## config.mk

```make
export PLATFORM = sky130hd
export DESIGN_NAME = acs_sequencer
export DESIGN_NICKNAME = d
export VERILOG_FILES = /design/src/verilog/acs_pkg.sv /design/src/verilog/acs_sequencer.sv
export VERILOG_INCLUDE_DIRS = /design/src /design/src/verilog
export SDC_FILE = /design/constraint.sdc
export NUM_CORES = 1
export LEC_CHECK = 0
export BUFFER_PORTS_ARGS = -buffer_cell sky130_fd_sc_hd__buf_2
export CORE_ASPECT_RATIO = 0.9
export CORE_MARGIN = 8
export CORE_UTILIZATION = 57
export DETAILED_ROUTE_END_ITERATION = 7
export HOLD_SLACK_MARGIN = 0.06
export PLACE_DENSITY_LB_ADDON = 0.05
export SKIP_LAST_GASP = 1
export SLEW_MARGIN = 0
export SYNTH_ARGS = -nofsm -noshare
export SYNTH_HDL_FRONTEND = slang
export SYNTH_SLANG_ARGS = --single-unit
```

## constraint.sdc

```tcl
create_clock -name mclk -period 3.3 [get_ports mclk]
set_input_delay 0.825 -clock mclk [delete_from_list [all_inputs] [get_ports mclk]]
set_output_delay 0.825 -clock mclk [all_outputs]
set_load 0.03 [all_outputs]
```

## src/verilog/acs_cfg.svh

```systemverilog
// Register offsets, field positions, reset values and timing counts of the conversion sequencer.
`ifndef ACS_CFG_SVH
`define ACS_CFG_SVH
`define ACS_OFF_SCR      12'h000
`define ACS_OFF_RH       12'h004
`define ACS_OFF_RL       12'h008
`define ACS_OFF_CLK      12'h00C
`define ACS_OFF_SYS      12'h010
`define ACS_SCR_CH_LSB   0
`define ACS_SCR_CONT     5
`define ACS_SCR_IEN      6
`define ACS_SCR_DONE     7
`define ACS_CLK_SRC      4
`define ACS_CLK_MODE_LSB 2
`define ACS_CLK_DIV_LSB  5
`define ACS_SCR_RESET    8'h1F
`define ACS_CLK_RESET    8'h04
`define ACS_CH_OFF       5'h1F
`define ACS_CH_REFH      5'h1D
`define ACS_CH_REFL      5'h1E
`define ACS_CONV_CYCLES  5'h11
`define ACS_SAMPLE_CYCLE 5'h10
`endif

```

## src/verilog/acs_pkg.sv

```systemverilog
// Types shared by the conversion sequencer.
`default_nettype none
package acs_pkg;
	typedef enum logic [1:0] {
		ACS_TRUNC8 = 2'h0,
		ACS_RIGHT  = 2'h1,
		ACS_LEFT   = 2'h2,
		ACS_LSIGN  = 2'h3
	} acs_justify_t;
	typedef enum logic [2:0] {
		ACS_IDLE = 3'h1,
		ACS_CONV = 3'h2,
		ACS_HALT = 3'h4
	} acs_state_t;
endpackage
`default_nettype wire

```

## src/verilog/acs_sequencer.sv

```systemverilog
// Conversion sequencer with APB register slave, result formatting and byte interlock.
//
// Our own choices: the register offsets and the APB register port.
`timescale 1ns/100ps
`default_nettype none
`include "acs_cfg.svh"

// What this block does
// - Status-control write starts a new conversion.
// - Conversion lasts sixteen to seventeen converter clocks.
// - High reference gives 3FF, low gives 000.
// - Continuous mode overwrites unread results.
// - Continuous mode repeats until its bit clears.
// - Done flag set per conversion, cleared by read.
// - Single mode converts once per write.
// - Two-bit justify field selects four layouts.
// - Codes trunc, right, left, signed; reset right.
// - Left mode: eight MSBs high, two LSBs low.
// - Two-byte modes hold results from high read until low read.
// - High read freezes low byte until read.
// - Right mode: two MSBs high, eight low.
// - Signed left mode inverts result bit nine.
// - Truncation: eight MSBs in low, no interlock.
// - Interrupt per conversion; done flag reads zero.
// - Data read or control write clears interrupt.
// - Runs in wait mode; interrupt wakes processor.
// - All-ones channel field switches converter off.
// - Stop mode aborts conversion, goes inactive.
// - Stop exit resumes conversion without new start.
module acs_sequencer (
	// Clock and reset.
	input  wire logic        mclk,
	input  wire logic        arst_n,
	// APB slave.
	input  wire logic        psel,
	input  wire logic        penable,
	input  wire logic        pwrite,
	input  wire logic [11:0] paddr,
	input  wire logic [31:0] pwdata,
	output var  logic        pready,
	output var  logic [31:0] prdata,
	output var  logic        pslverr,
	// Converter clock sources, asynchronous to mclk.
	input  wire logic        osc_clk_in,
	input  wire logic        bus_clk_in,
	// Analog core: sampled 10-bit code and selected channel.
	input  wire logic [9:0]  analog_code,
	output var  logic [4:0]  channel_sel,
	output var  logic        conv_power_on,
	// Processor power modes and interrupt.
	input  wire logic        stop_mode,
	input  wire logic        wait_mode,
	output var  logic        conv_irq,
	output var  logic        wake_req
);
	// Control registers.
	logic [4:0] channel_select_field;
	logic       continuous_convert_bit;
	logic       conv_irq_enable;
	logic       conversion_done_flag;
	logic [7:0] conv_clock_reg;
	logic [9:0] result;
	logic       low_frozen;
	logic [7:0] low_latch;
	logic       irq_pend;
	logic       pending_start;
	acs_pkg::acs_state_t state;
	logic [4:0] cyc_cnt;
	logic [3:0] div_cnt;
	logic [1:0] osc_sync;
	logic [1:0] bus_sync;
	logic [1:0] stop_sync;
	logic [1:0] wait_sync;
	logic       src_prev;

	// Field views of the clock register.
	wire logic       justify_sel_lo = conv_clock_reg[`ACS_CLK_MODE_LSB];
	wire logic       justify_sel_hi = conv_clock_reg[`ACS_CLK_MODE_LSB + 1];
	wire logic [1:0] justify_sel = {justify_sel_hi, justify_sel_lo};
	wire logic [2:0] conv_clock_prescaler = conv_clock_reg[`ACS_CLK_DIV_LSB +: 3];
	wire logic       conv_clock_source_sel = conv_clock_reg[`ACS_CLK_SRC];

	// Bus decode.
	wire logic acc       = psel & penable;
	wire logic wr        = acc & pwrite;
	wire logic rd        = acc & ~pwrite;
	wire logic hit_scr   = paddr == `ACS_OFF_SCR;
	wire logic hit_rh    = paddr == `ACS_OFF_RH;
	wire logic hit_rl    = paddr == `ACS_OFF_RL;
	wire logic hit_clk   = paddr == `ACS_OFF_CLK;
	wire logic hit_sys   = paddr == `ACS_OFF_SYS;
	wire logic mapped    = hit_scr | hit_rh | hit_rl | hit_clk | hit_sys;
	wire logic wr_scr    = wr & hit_scr;
	wire logic rd_rh     = rd & hit_rh;
	wire logic rd_rl     = rd & hit_rl;
	wire logic rd_data   = rd_rh | rd_rl;
	wire logic off_sel   = channel_select_field == `ACS_CH_OFF;
	wire logic stopped   = stop_sync[1];
	wire logic two_byte  = justify_sel != acs_pkg::ACS_TRUNC8;

	// Prescaler tick: edges of the synchronised source, divided by 1..16.
	wire logic src_lvl   = conv_clock_source_sel ? bus_sync[1] : osc_sync[1];
	wire logic src_edge  = src_lvl & ~src_prev;
	// Sources must stay below half of mclk, or the edge detector misses edges.
	wire logic [3:0] div_max = conv_clock_prescaler[2] ? 4'hF :
		4'((5'h01 << conv_clock_prescaler[1:0]) - 5'h01);
	wire logic conv_tick = src_edge & (div_cnt == div_max);

	// Reference channels give exact end codes; others take the core's code.
	wire logic [9:0] sample = (channel_select_field == `ACS_CH_REFH) ? 10'h3FF :
		(channel_select_field == `ACS_CH_REFL) ? 10'h000 : analog_code;
	wire logic conv_end  = (state == acs_pkg::ACS_CONV) & conv_tick &
		(cyc_cnt == `ACS_CONV_CYCLES - 5'h01);
	// Interlocked results are dropped while the high byte waits for its low partner.
	wire logic store_ok  = ~(two_byte & low_frozen);

	// Formats a 10-bit result into the high or low byte.
	function automatic logic [7:0] fmt(input logic [1:0] m, input logic [9:0] r,
		input logic hi);
		logic [7:0] b;
		b = 8'h00;
		case (m)
			acs_pkg::ACS_TRUNC8: b = hi ? 8'h00 : r[9:2];
			acs_pkg::ACS_RIGHT:  b = hi ? {6'h00, r[9:8]} : r[7:0];
			acs_pkg::ACS_LEFT:   b = hi ? r[9:2] : {r[1:0], 6'h00};
			acs_pkg::ACS_LSIGN:  b = hi ? {~r[9], r[8:2]} : {r[1:0], 6'h00};
			default:             b = 8'h00;
		endcase
		return b;
	endfunction

	wire logic [7:0] high_byte = fmt(justify_sel, result, 1'b1);
	wire logic [7:0] live_low  = fmt(justify_sel, result, 1'b0);
	wire logic [7:0] low_byte  = (two_byte & low_frozen) ? low_latch : live_low;
	wire logic       done_view = conversion_done_flag & ~conv_irq_enable;
	wire logic [7:0] scr_view  = {done_view, conv_irq_enable, continuous_convert_bit,
		channel_select_field};
	wire logic [7:0] rd_byte   = hit_scr ? scr_view : hit_rh ? high_byte :
		hit_rl ? low_byte : hit_clk ? conv_clock_reg :
		hit_sys ? {5'h00, wait_sync[1], stopped, state == acs_pkg::ACS_CONV} : 8'h00;

	// Input synchronisers; only stage one feeds stage two.
	always_ff @(posedge mclk or negedge arst_n) begin
		if (!arst_n) begin
			osc_sync  <= 2'h0;
			bus_sync  <= 2'h0;
			stop_sync <= 2'h0;
			wait_sync <= 2'h0;
			src_prev  <= 1'b0;
		end else begin
			osc_sync  <= {osc_sync[0], osc_clk_in};
			bus_sync  <= {bus_sync[0], bus_clk_in};
			stop_sync <= {stop_sync[0], stop_mode};
			wait_sync <= {wait_sync[0], wait_mode};
			src_prev  <= src_lvl;
		end
	end

	// Prescaler counter restarts on a status-control write so timing is repeatable.
	always_ff @(posedge mclk or negedge arst_n) begin
		if (!arst_n) div_cnt <= 4'h0;
		else if (wr_scr | (src_edge & div_cnt >= div_max)) div_cnt <= 4'h0;
		else if (src_edge) div_cnt <= div_cnt + 4'h1;
	end

	// APB answer: zero wait states, unmapped addresses flag an error.
	always_ff @(posedge mclk or negedge arst_n) begin
		if (!arst_n) begin
			pready  <= 1'b0;
			prdata  <= 32'h0000_0000;
			pslverr <= 1'b0;
		end else begin
			pready  <= psel & ~penable & ~pready;
			pslverr <= psel & ~penable & ~pready & ~mapped;
			prdata  <= (psel & ~penable & ~pwrite) ? {24'h000000, rd_byte} : 32'h0000_0000;
		end
	end

	// Accesses complete on the cycle pready is high.
	wire logic done_acc = acc & pready;
	wire logic wr_go    = wr_scr & pready;
	wire logic rd_go_h  = rd_rh & pready;
	wire logic rd_go_l  = rd_rl & pready;
	wire logic rd_go    = rd_data & pready;

	// Software registers.
	always_ff @(posedge mclk or negedge arst_n) begin
		if (!arst_n) begin
			channel_select_field   <= 5'(`ACS_SCR_RESET);
			continuous_convert_bit <= 1'b0;
			conv_irq_enable        <= 1'b0;
			conv_clock_reg         <= `ACS_CLK_RESET;
		end else if (done_acc & pwrite) begin
			if (hit_scr) begin
				channel_select_field   <= pwdata[`ACS_SCR_CH_LSB +: 5];
				continuous_convert_bit <= pwdata[`ACS_SCR_CONT];
				conv_irq_enable        <= pwdata[`ACS_SCR_IEN];
			end
			if (hit_clk) conv_clock_reg <= {pwdata[7:2], 2'h0};
		end
	end

	// Sequencer: a write restarts, stop aborts, stop exit resumes.
	always_ff @(posedge mclk or negedge arst_n) begin
		if (!arst_n) begin
			state         <= acs_pkg::ACS_IDLE;
			cyc_cnt       <= 5'h00;
			pending_start <= 1'b0;
		end else begin
			case (state)
				acs_pkg::ACS_IDLE: begin
					if (wr_go & ~stopped) begin
						state   <= acs_pkg::ACS_CONV;
						cyc_cnt <= 5'h00;
					end
				end
				acs_pkg::ACS_CONV: begin
					if (stopped) begin
						state         <= acs_pkg::ACS_HALT;
						pending_start <= 1'b1;
					end else if (wr_go) begin
						cyc_cnt <= 5'h00;
					end else if (off_sel) begin
						state <= acs_pkg::ACS_IDLE;
					end else if (conv_end) begin
						cyc_cnt <= 5'h00;
						if (!continuous_convert_bit) state <= acs_pkg::ACS_IDLE;
					end else if (conv_tick) begin
						cyc_cnt <= cyc_cnt + 5'h01;
					end
				end
				acs_pkg::ACS_HALT: begin
					if (!stopped) begin
						state         <= pending_start ? acs_pkg::ACS_CONV : acs_pkg::ACS_IDLE;
						cyc_cnt       <= 5'h00;
						pending_start <= 1'b0;
					end
				end
				default: state <= acs_pkg::ACS_IDLE;
			endcase
		end
	end

	// Result capture; the sample is taken at the last converter cycle.
	always_ff @(posedge mclk or negedge arst_n) begin
		if (!arst_n) result <= 10'h000;
		else if (conv_end & ~wr_go & ~stopped & ~off_sel & store_ok) result <= sample;
	end

	// Interlock: a high read freezes the low byte until the low read.
	// A second high read while frozen must not refresh the latch, or the pair would mix.
	always_ff @(posedge mclk or negedge arst_n) begin
		if (!arst_n) begin
			low_frozen <= 1'b0;
			low_latch  <= 8'h00;
		end else if (rd_go_l) begin
			low_frozen <= 1'b0;
		end else if (rd_go_h & two_byte & ~low_frozen) begin
			low_frozen <= 1'b1;
			low_latch  <= live_low;
		end
	end

	// Done flag and interrupt; a new completion wins over a clearing data read.
	// A result dropped by the interlock still reports completion of its conversion.
	wire logic stored = conv_end & ~wr_go & ~stopped & ~off_sel;
	always_ff @(posedge mclk or negedge arst_n) begin
		if (!arst_n) begin
			conversion_done_flag <= 1'b0;
			irq_pend             <= 1'b0;
		end else begin
			conversion_done_flag <= (stored & ~conv_irq_enable) |
				(conversion_done_flag & ~rd_go);
			irq_pend <= (stored & conv_irq_enable) |
				(irq_pend & conv_irq_enable & ~(rd_go | wr_go));
		end
	end

	// Outputs, all registered.
	always_ff @(posedge mclk or negedge arst_n) begin
		if (!arst_n) begin
			conv_irq      <= 1'b0;
			wake_req      <= 1'b0;
			channel_sel   <= 5'(`ACS_SCR_RESET);
			conv_power_on <= 1'b0;
		end else begin
			conv_irq      <= irq_pend;
			wake_req      <= irq_pend & wait_sync[1];
			channel_sel   <= channel_select_field;
			conv_power_on <= ~off_sel & ~stopped;
		end
	end
endmodule // acs_sequencer
`default_nettype wire

```

==> results.txt, run 1 <==
The flow ran to the end, and the final reports show no timing, DRC or antenna violations. The flop and latch count out of synthesis came out at 74. The complex-gate fraction of the synthesized area is 0.170. TritonCTS built the clock tree.

The most instantiated flip-flop cell in the synthesis netlist is dfrtp_1. The count of input and output buffers is 56. The clock tree buffer depth is 2. Static timing analysis puts the maximum clock frequency at 403 MHz. The global-route total usage across every layer came out at 0.202. The clock network latency to the later pin of the worst-skew pair came out at 0.35 ns. The starting DRC count in detailed routing came out at ~150. The worst setup path is captured at a flop. Clock tree synthesis inserted a total of 9 buffers. The relative slew slack is 0.571. Relative to the synthesized area, the layout overhead comes to 11.0%. The worst endpoint data arrival time is about 2.7 ns. The tree is rooted in a clkbuf_8. The number of cells upsized or downsized after cts is 0. The max-slew violation total from the final report came to 0. The count of different cell masters after synthesis came out at 65.

The floorplan step defined a core boundary enclosing 6970 µm². After synthesis, the largest family of logic cells by area is simple AND/OR/NAND/NOR gates. The routed via count came out at ~3200. Data on the critical path is required at its endpoint by 3.53 ns. The total of endpoints with negative setup slack in the final report came out at 0. The register clock-pin slew on the reported worst setup and hold paths is 0.08 ns.

In this run the worst setup path begins at paddr[7]. The shortest clock period the worst path allows after layout came out at approximately 2.5 ns. The initial core utilization is 0.582. Once the clock tree was built, the setup fixing pass inserted 0 buffers. The weighted congestion reported at the end of routability-driven placement came out at 0.863. The routed length per instance is approximately 17 µm. The startpoint identified for the worst hold timing path is bus_sync[0].

The fraction of final layout cells sized beyond drive strength 1 came out at 0.237. The maximum clock skew at final layout came out at 0.00569 ns. The number of flip-flops in the largest register came out at 10. The signal on the critical path passes through buf_2 -> nor4_2 -> and4b_1 -> nand3_1 -> nor4_4 -> mux2_2. The worst vdd rail ir drop came out at around 240 µV.

Using the TritonRoute via totals, the vias-per-cell ratio works out to 5.75. The arithmetic-cell share of the synthesized area counting full adders, half adders and majority gates is 0.0216. The first global-routing pass estimated 16.3 mm of wire. The site row count came out at 29. At the pin with the least slew margin, the transition time is 0.642 ns. The share of the synthesized area in the top cell type is 0.382. The die boundary height is 96.0 µm. The largest net degree at the start of global routing is 33. The cell area after technology mapping came out at 4060 µm². The post-synthesis cell count is 415. In this run the count of I/O pins placed on the die edge is 105. In this run, post-CTS hold repair placed 0 buffers. The worst hold path belongs to the class flop to flop. The top register by number of flip-flops is result. Leaving out fill and tap cells, the most frequent cell in the layout is dfrtp_1. The number of synthesis warnings came out at 0. The synthesized area divided by synthesized cell count is 9.78 µm². Of the total synthesized cell area, the portion taken by AND, OR, NAND and NOR gates is 0.186. The DRC violation count after routing is 0. The reg-to-reg critical path startpoint is conv_clock_reg[7]. The largest registers in the layout are result: 10 flops, low_latch: 8 flops, prdata: 8 flops. The H-tree depth is 3. The critical path is of the input port to flop type.

The overflow left after global routing is 0. The stage delay of the slowest cell on the critical path is 0.47 ns. The total number of clock tree sinks came out at between 70 and 80. In the final timing run, aggregate negative setup slack is 0 ns. From left edge to right edge, the die measures 105 µm. Yosys mapped a number of flops with a built-in enable equal to 0.

The number of antenna violations at the first check in global routing came to 0. The final layout contains 537 nets. The cell at the slowest stage of the critical path is nor4_4.

The number of global-route vias before repair is 3290. The reported max-cap violation count is 0. The post-synthesis share of cell area spent on xor and xnor gates is 0.00863. In the layout the commonest cells are 62 x dfrtp_1, 56 x nand2_1, 56 x buf_2. Summed over all nets, the half-perimeter wirelength after detailed placement is 7.09 mm. The number of antenna repair diodes is 0. The area enclosed by the die boundary came out at 10100 µm².

STA classifies the critical path startpoint as an input port. The first-pass iteration count of the detailed router is 4. Setup repair after global routing left no endpoint under its margin.

In the synthesized netlist the async set-or-reset flop fraction comes to 1.00. After synthesis, the cell types taking the most area are dfrtp_1 38%, dfstp_2 7.8%, nand2_1 5.2%. The biggest area contributor in the post-synthesis netlist is dfrtp_1. Once detail routing completed, the nets flagged for antenna violations numbered 0. The highest net fanout along the worst path is 8. The power per unit of standard cell area came out at 432 nW/µm². The final period utilization came out at 0.752. The wire length reported by the detailed router is roughly 9.7 mm. The post-synthesis mux area share is 0.0743. The final core utilization is 0.647.

The final hold violation count came out at 0. The portion of the post-synthesis area used by sequential elements came out at 0.460. The analysis attributes to cell leakage a power of 2.11 nW.
[cell usage after synthesis (all sizes together) (2+ instances only)]
cell type	n
a2111oi	3
a211o	3
a211oi	2
a21o	2
a21oi	24
a221oi	3
a222oi	3
a22o	5
a31oi	7
and2	4
and3	8
and4	2
buf	32
clkbuf	13
dfrtp	62
dfstp	12
ha	7
inv	12
mux2	17
mux2i	11
nand2	56
nand2b	4
nand3	12
nand3b	3
nand4	5
nor2	24
nor2b	5
nor3	9
nor3b	3
nor4	2
o2111ai	4
o211a	3
o211ai	3
o21ai	22
o2bb2ai	2
o31ai	2
or3	2
xnor2	2
xor2	2
[worst max-delay path, delay by kind of cell]
kind          cells  cell delay [ns]
simple gates      4             1.38
mux               1             0.41
buf+inv           1             0.10
[worst paths after layout]
path | to | slack (ns) | cells past startpoint
max | low_latch[3] | 0.82 | 6
min | bus_sync[1] | 0.35 | 0
max reg2reg | cyc_cnt[4] | 0.92 | 7
min reg2reg | bus_sync[1] | 0.35 | 0
max in group asynchronous | channel_select_field[1] | 2.06 | 2
min in group asynchronous | prdata[6] | 0.43 | 1
[layout make-up]
| type | instances | area, µm² |
|---|---|---|
| clock buffer | 11 | 131 |
| clock inverter | 5 | 55.1 |
| fill | 601 | 2460 |
| inverter | 12 | 45.0 |
| multi-input combinational | 307 | 1960 |
| sequential | 74 | 1870 |
| tap | 93 | 116 |
| timing repair buffer | 63 | 333 |
[power breakdown]
group / switching [mW] / internal [mW] / leakage, nW
Clock: 0.333 / 0.347 / 0.0893
Sequential: 0.0466 / 0.942 / 0.955
Combinational: 0.185 / 0.0921 / 1.07
[kinds of logic after synthesis]
group | after synthesis
compound gates | 99
xor+xnor | 4
fa+ha+maj | 7
buf+inv | 57
flops | 74
mux | 28
other cells | 1
simple gates | 145
[metrics by stage]
step                      power, mW  instances  setup slack, ns  instance area (µm²)  hold WS (ns)
after global routing           2.05        565            0.698                 4510         0.364
after floorplan                1.21        438            0.854                 4140         0.331
after detailed placement       1.28        549            0.444                 4320         0.337
after global placement         1.26        549            0.507                 4320         0.333
after CTS                      1.96        565            0.821                 4510         0.355
final                          1.94        565            0.819                 4510         0.354
[routing by layer]
metal	wire length, µm	global-route usage	part of all wire
met5	0	0	0
met4	112	0.0641	0.012
met3	890	0.0783	0.092
met2	4160	0.300	0.43
met1	4500	0.268	0.47
Power figures use the tool's default switching activity.
==> inputs of run 2 (changes only) <==
Settings changed: ABC_AREA from default to 1, CORE_UTILIZATION 57 to 54.
Clock period 3.3 ns to 2.6 ns, I/O delays scaled along.
==> run 2 against run 1 <==
Against the previous run: clock-buffer cell count fell by 1; utilization decreased by 2.0 points; sequential cell count did not move; cell area up 5.5%; sequential share of layout area fell by 2.2 points; die area is 8.4% higher; critical path depth increased by 7; worst hold slack got worse by 0.024 ns; combinational power is 56% higher; global-route usage fell by 0.79 points; synthesized area rose by 4.2%; synthesized cell count grew 33%; critical endpoint is now result[0].
==> results.txt, run 2 <==
The weighted congestion reported at the end of routability-driven placement is 0.893 (+3.4%). The finished layout cell area came out at 4750 µm² (+5.5%). The highest net fanout along the worst path came out at 6 (-2). The overflow left after global routing was 0 (unchanged). The clock network latency to the later pin of the worst-skew pair is 0.35 ns (about the same). The worst vdd rail ir drop came out at 487 µV (+99%).

The half-perimeter wire length of the detailed placement result is 7.67 mm (+8.2%). Leaving out fill and tap cells, the most frequent cells in the layout are 160 x nand2_1, 82 x inv_1, 62 x dfrtp_1, 56 x buf_2, 45 x nand3_1. The number of buffers inserted by hold repair at cts came out at 0 (unchanged). The die boundary height came out at 99.9 µm (+4.1%). In this run the worst hold path is classified as input port to async pin.

The number of flip-flops in the largest register is 10 (unchanged). The site row count is 30 (+3.4%). The vias per cell is 5.16 (-10%). The count of fill cells added during filler insertion came to 709 (+18%).

The share of the synthesized area in the top cell type is 0.367 (-0.0154). The remaining antenna violation count came out at 0 (unchanged). The starting DRC count in detailed routing came out at 295 (+98%). The worst endpoint data arrival time came out at 2.66 ns (-0.06 ns). The power per unit of standard cell area was 560 nW/µm² (+30%). The portion of the post-synthesis area used by sequential elements is 0.442 (-0.0185). The post-synthesis cell count came out at 554 (+33%).

The routed via count came to 3712 (+14%). The async set-or-reset flop fraction in the synthesized netlist is 1.00 (unchanged). The total number of clock tree sinks came out at 74 (unchanged). The placeable core area came to 7580 µm² (+8.8%). The largest registers in the layout are result: 10 flops, low_latch: 8 flops, prdata: 8 flops.

The number of antenna violations at the first check in global routing is 0 (unchanged). The data required time at the worst endpoint was 2.84 ns (-0.69 ns). The number of cells upsized or downsized after cts is 0 (unchanged). The width of the die came to 109 µm (+4.1%).

Ranked by flip-flop count, first place goes to result. The max-slew violation total from the final report came to 0 (unchanged). The I/O pin total is 105 (unchanged). Sorting the synthesized cells by how often they occur yields 160 x nand2_1, 82 x inv_1, 62 x dfrtp_1, 45 x nand3_1, 31 x nor2_1. The H-tree depth came out at 3 (unchanged). The most instantiated flip-flop cell in the synthesis netlist is dfrtp_1.

The TritonCTS clock tree is done. Setup repair after global routing left no endpoint under its margin. The sequential standard cell area came out at 1870 µm² (unchanged).

The area enclosed by the die boundary is 10900 µm² (+8.4%). The cell sitting at the root of the clock tree is a clkbuf_8. Derived from the worst setup path, the maximum achievable clock frequency is 414 MHz. The flow ran to the end, and the final reports show no timing, DRC or antenna violations.

The number of synthesis warnings is 0 (unchanged). The area growth from synthesis to layout is 12.5%. The initial core utilization is 0.558 (-0.0248). The number of buffers created by CTS is 9 (unchanged).

Leaving out fill and tap cells, the most frequent cell in the layout is nand2_1. The most common cell in the netlist is nand2_1. The number of enable-type register cells in the synthesized netlist was 0 (unchanged). The setup TNS after final layout is 0 ns (unchanged). The flop and latch count out of synthesis was 74 (unchanged). Ranked by total cell area, the synthesized netlist is headed by dfrtp_1 37%, nand2_1 14%, dfstp_2 7.5%.

The routed length per instance came out at 14.1 µm (-18%). The DRC violation count after routing is 0 (unchanged). The total of endpoints with negative setup slack in the final report is 0 (unchanged).

The final hold violation count is 0 (unchanged). The leakage power summed over all cells was 2.70 nW (+28%). The reported max-cap violation count is 0 (unchanged). The synthesized area divided by synthesized cell count is 7.63 µm² (-22%). The critical path in this run is classified as flop to flop. The wire length of the first global-routing pass came out at 17.0 mm (+4.2%). The number of antenna repair diodes came out at 0 (unchanged). The cell area after technology mapping is 4230 µm² (+4.2%). STA classifies the critical path endpoint as a flop. The relative slew slack is 0.579 (+0.00857). The largest net degree at the start of global routing came to 75 (+130%).

The global-route total usage across every layer came out at 0.194 (-0.00790). The count of different cell masters after synthesis came out at 36 (-45%). The maximum clock skew at final layout is 0.0116 ns (+0.00590 ns). The count of input and output buffers is 56 (unchanged). The first-pass iteration count of the detailed router is 5 (+1). The cell area after placement is 4530 µm² (+4.8%). The area taken by multi-input logic gates came out at 1880 µm² (-4.0%). The slew of the pin with the lowest slew margin came out at 0.626 ns (-0.0163 ns). The number of global-route vias before repair came to 3673 (+12%).

The clock tree buffer depth came out at 2 (unchanged). The routed design could run at a clock period as short as 2.42 ns. The largest total area in the synthesized netlist belongs to dfrtp_1. The post-CTS setup repair buffer count is 0 (unchanged). The fraction of final layout cells sized beyond drive strength 1 came out at 0.189 (-0.0479).

The wire length reported by the detailed router is 10.1 mm (+4.7%). STA classifies the critical path startpoint as a flop. The register clock-pin slew on the reported worst setup and hold paths is 0.08 ns (about the same). The total number of nets in the final design came out at 688 (+28%). The final period utilization is 0.930.
==> run 2: cell types whose count changed after synthesis, moves of 6 or more <==
cell	change
nand4_1	+16
mux2i_1	-11
nand2_1	+104
inv_1	+70
clkbuf_1	-13
mux2_2	-15
a31oi_1	-6
nor2_1	+7
nand3_1	+33
and3_1	-7
nor2_2	+7
==> run 2: kinds of logic (layout without fill, tap and decap cells) <==
group           count (synthesis)  in the layout  synth area share
compound gates                 66             66            0.0900
xor+xnor                        5              5            0.0104
fa+ha+maj                       7              7            0.0207
buf+inv                       118            164             0.134
flops                          74             74             0.442
other cells                     1             24          0.000887
simple gates                  283            283             0.302
==> run 2: layout make-up <==
cell class              instances  share of cell area
flip-flops and latches         74               0.393
multi-input cells             385               0.396
clock buffers                  10              0.0289
repair buffers                 62              0.0711
inverters                      86              0.0679
well taps                      96              0.0253
clock inverters                 6              0.0187
==> run 2: routing by layer <==
| layer | GRT usage | share of wire | wire length (µm) |
|---|---|---|---|
| met5 | 0 | 0 | 0 |
| met4 | 0.0581 | 0.012 | 121 |
| met3 | 0.0416 | 0.074 | 751 |
| met2 | 0.296 | 0.43 | 4390 |
| met1 | 0.270 | 0.48 | 4850 |
==> run 2: path summary, 6_finish.rpt <==
kind	cells after the start	endpoint	slack (ns)	startpoint
max reg2reg	13	result[0]	0.18	conv_clock_reg[7]
min in group mclk	0	stop_sync[1]	0.36	stop_sync[0]
max in group asynchronous	2	channel_select_field[1]	1.93	arst_n
min reg2reg	0	stop_sync[1]	0.36	stop_sync[0]
min	2	conv_irq	0.33	arst_n
max	13	result[0]	0.18	conv_clock_reg[7]
==> run 2: stage by stage <==
| step | worst slack, ns | hold WS [ns] | std cells | utilization | total power, mW |
|---|---|---|---|---|---|
| detailed placement | 0.244 | 0.340 | 703 | 0.597 | 1.68 |
| global placement | 0.258 | 0.332 | 703 | 0.597 | 1.66 |
| floorplan | 0.737 | 0.331 | 577 | - | 1.57 |
| global route | 0.0177 | 0.352 | 719 | 0.627 | 2.79 |
| CTS | 0.176 | 0.332 | 719 | 0.627 | 2.68 |
| finish | 0.182 | 0.330 | 719 | 0.627 | 2.66 |
==> run 2: worst max-delay path: stages (launching register included) <==
cell and delay [ns]:
dfrtp_1 0.45, nor2_1 0.18, nand2_1 0.08, ha_1 0.27, nand2_1 0.05, nor2_1 0.11
inv_1 0.07, nor2_2 0.20, nand3_1 0.20, nor2_2 0.29, buf_4 0.20, nand3_1 0.07
nand2_1 0.10, inv_1 0.04
==> run 2: report_power, final <==
| group | internal [mW] | total, mW | switching, mW | leakage [nW] |
|---|---|---|---|---|
| Clock | 0.568 | 1.00 | 0.433 | 0.109 |
| Sequential | 1.20 | 1.23 | 0.0303 | 0.897 |
| Combinational | 0.122 | 0.433 | 0.311 | 1.69 |
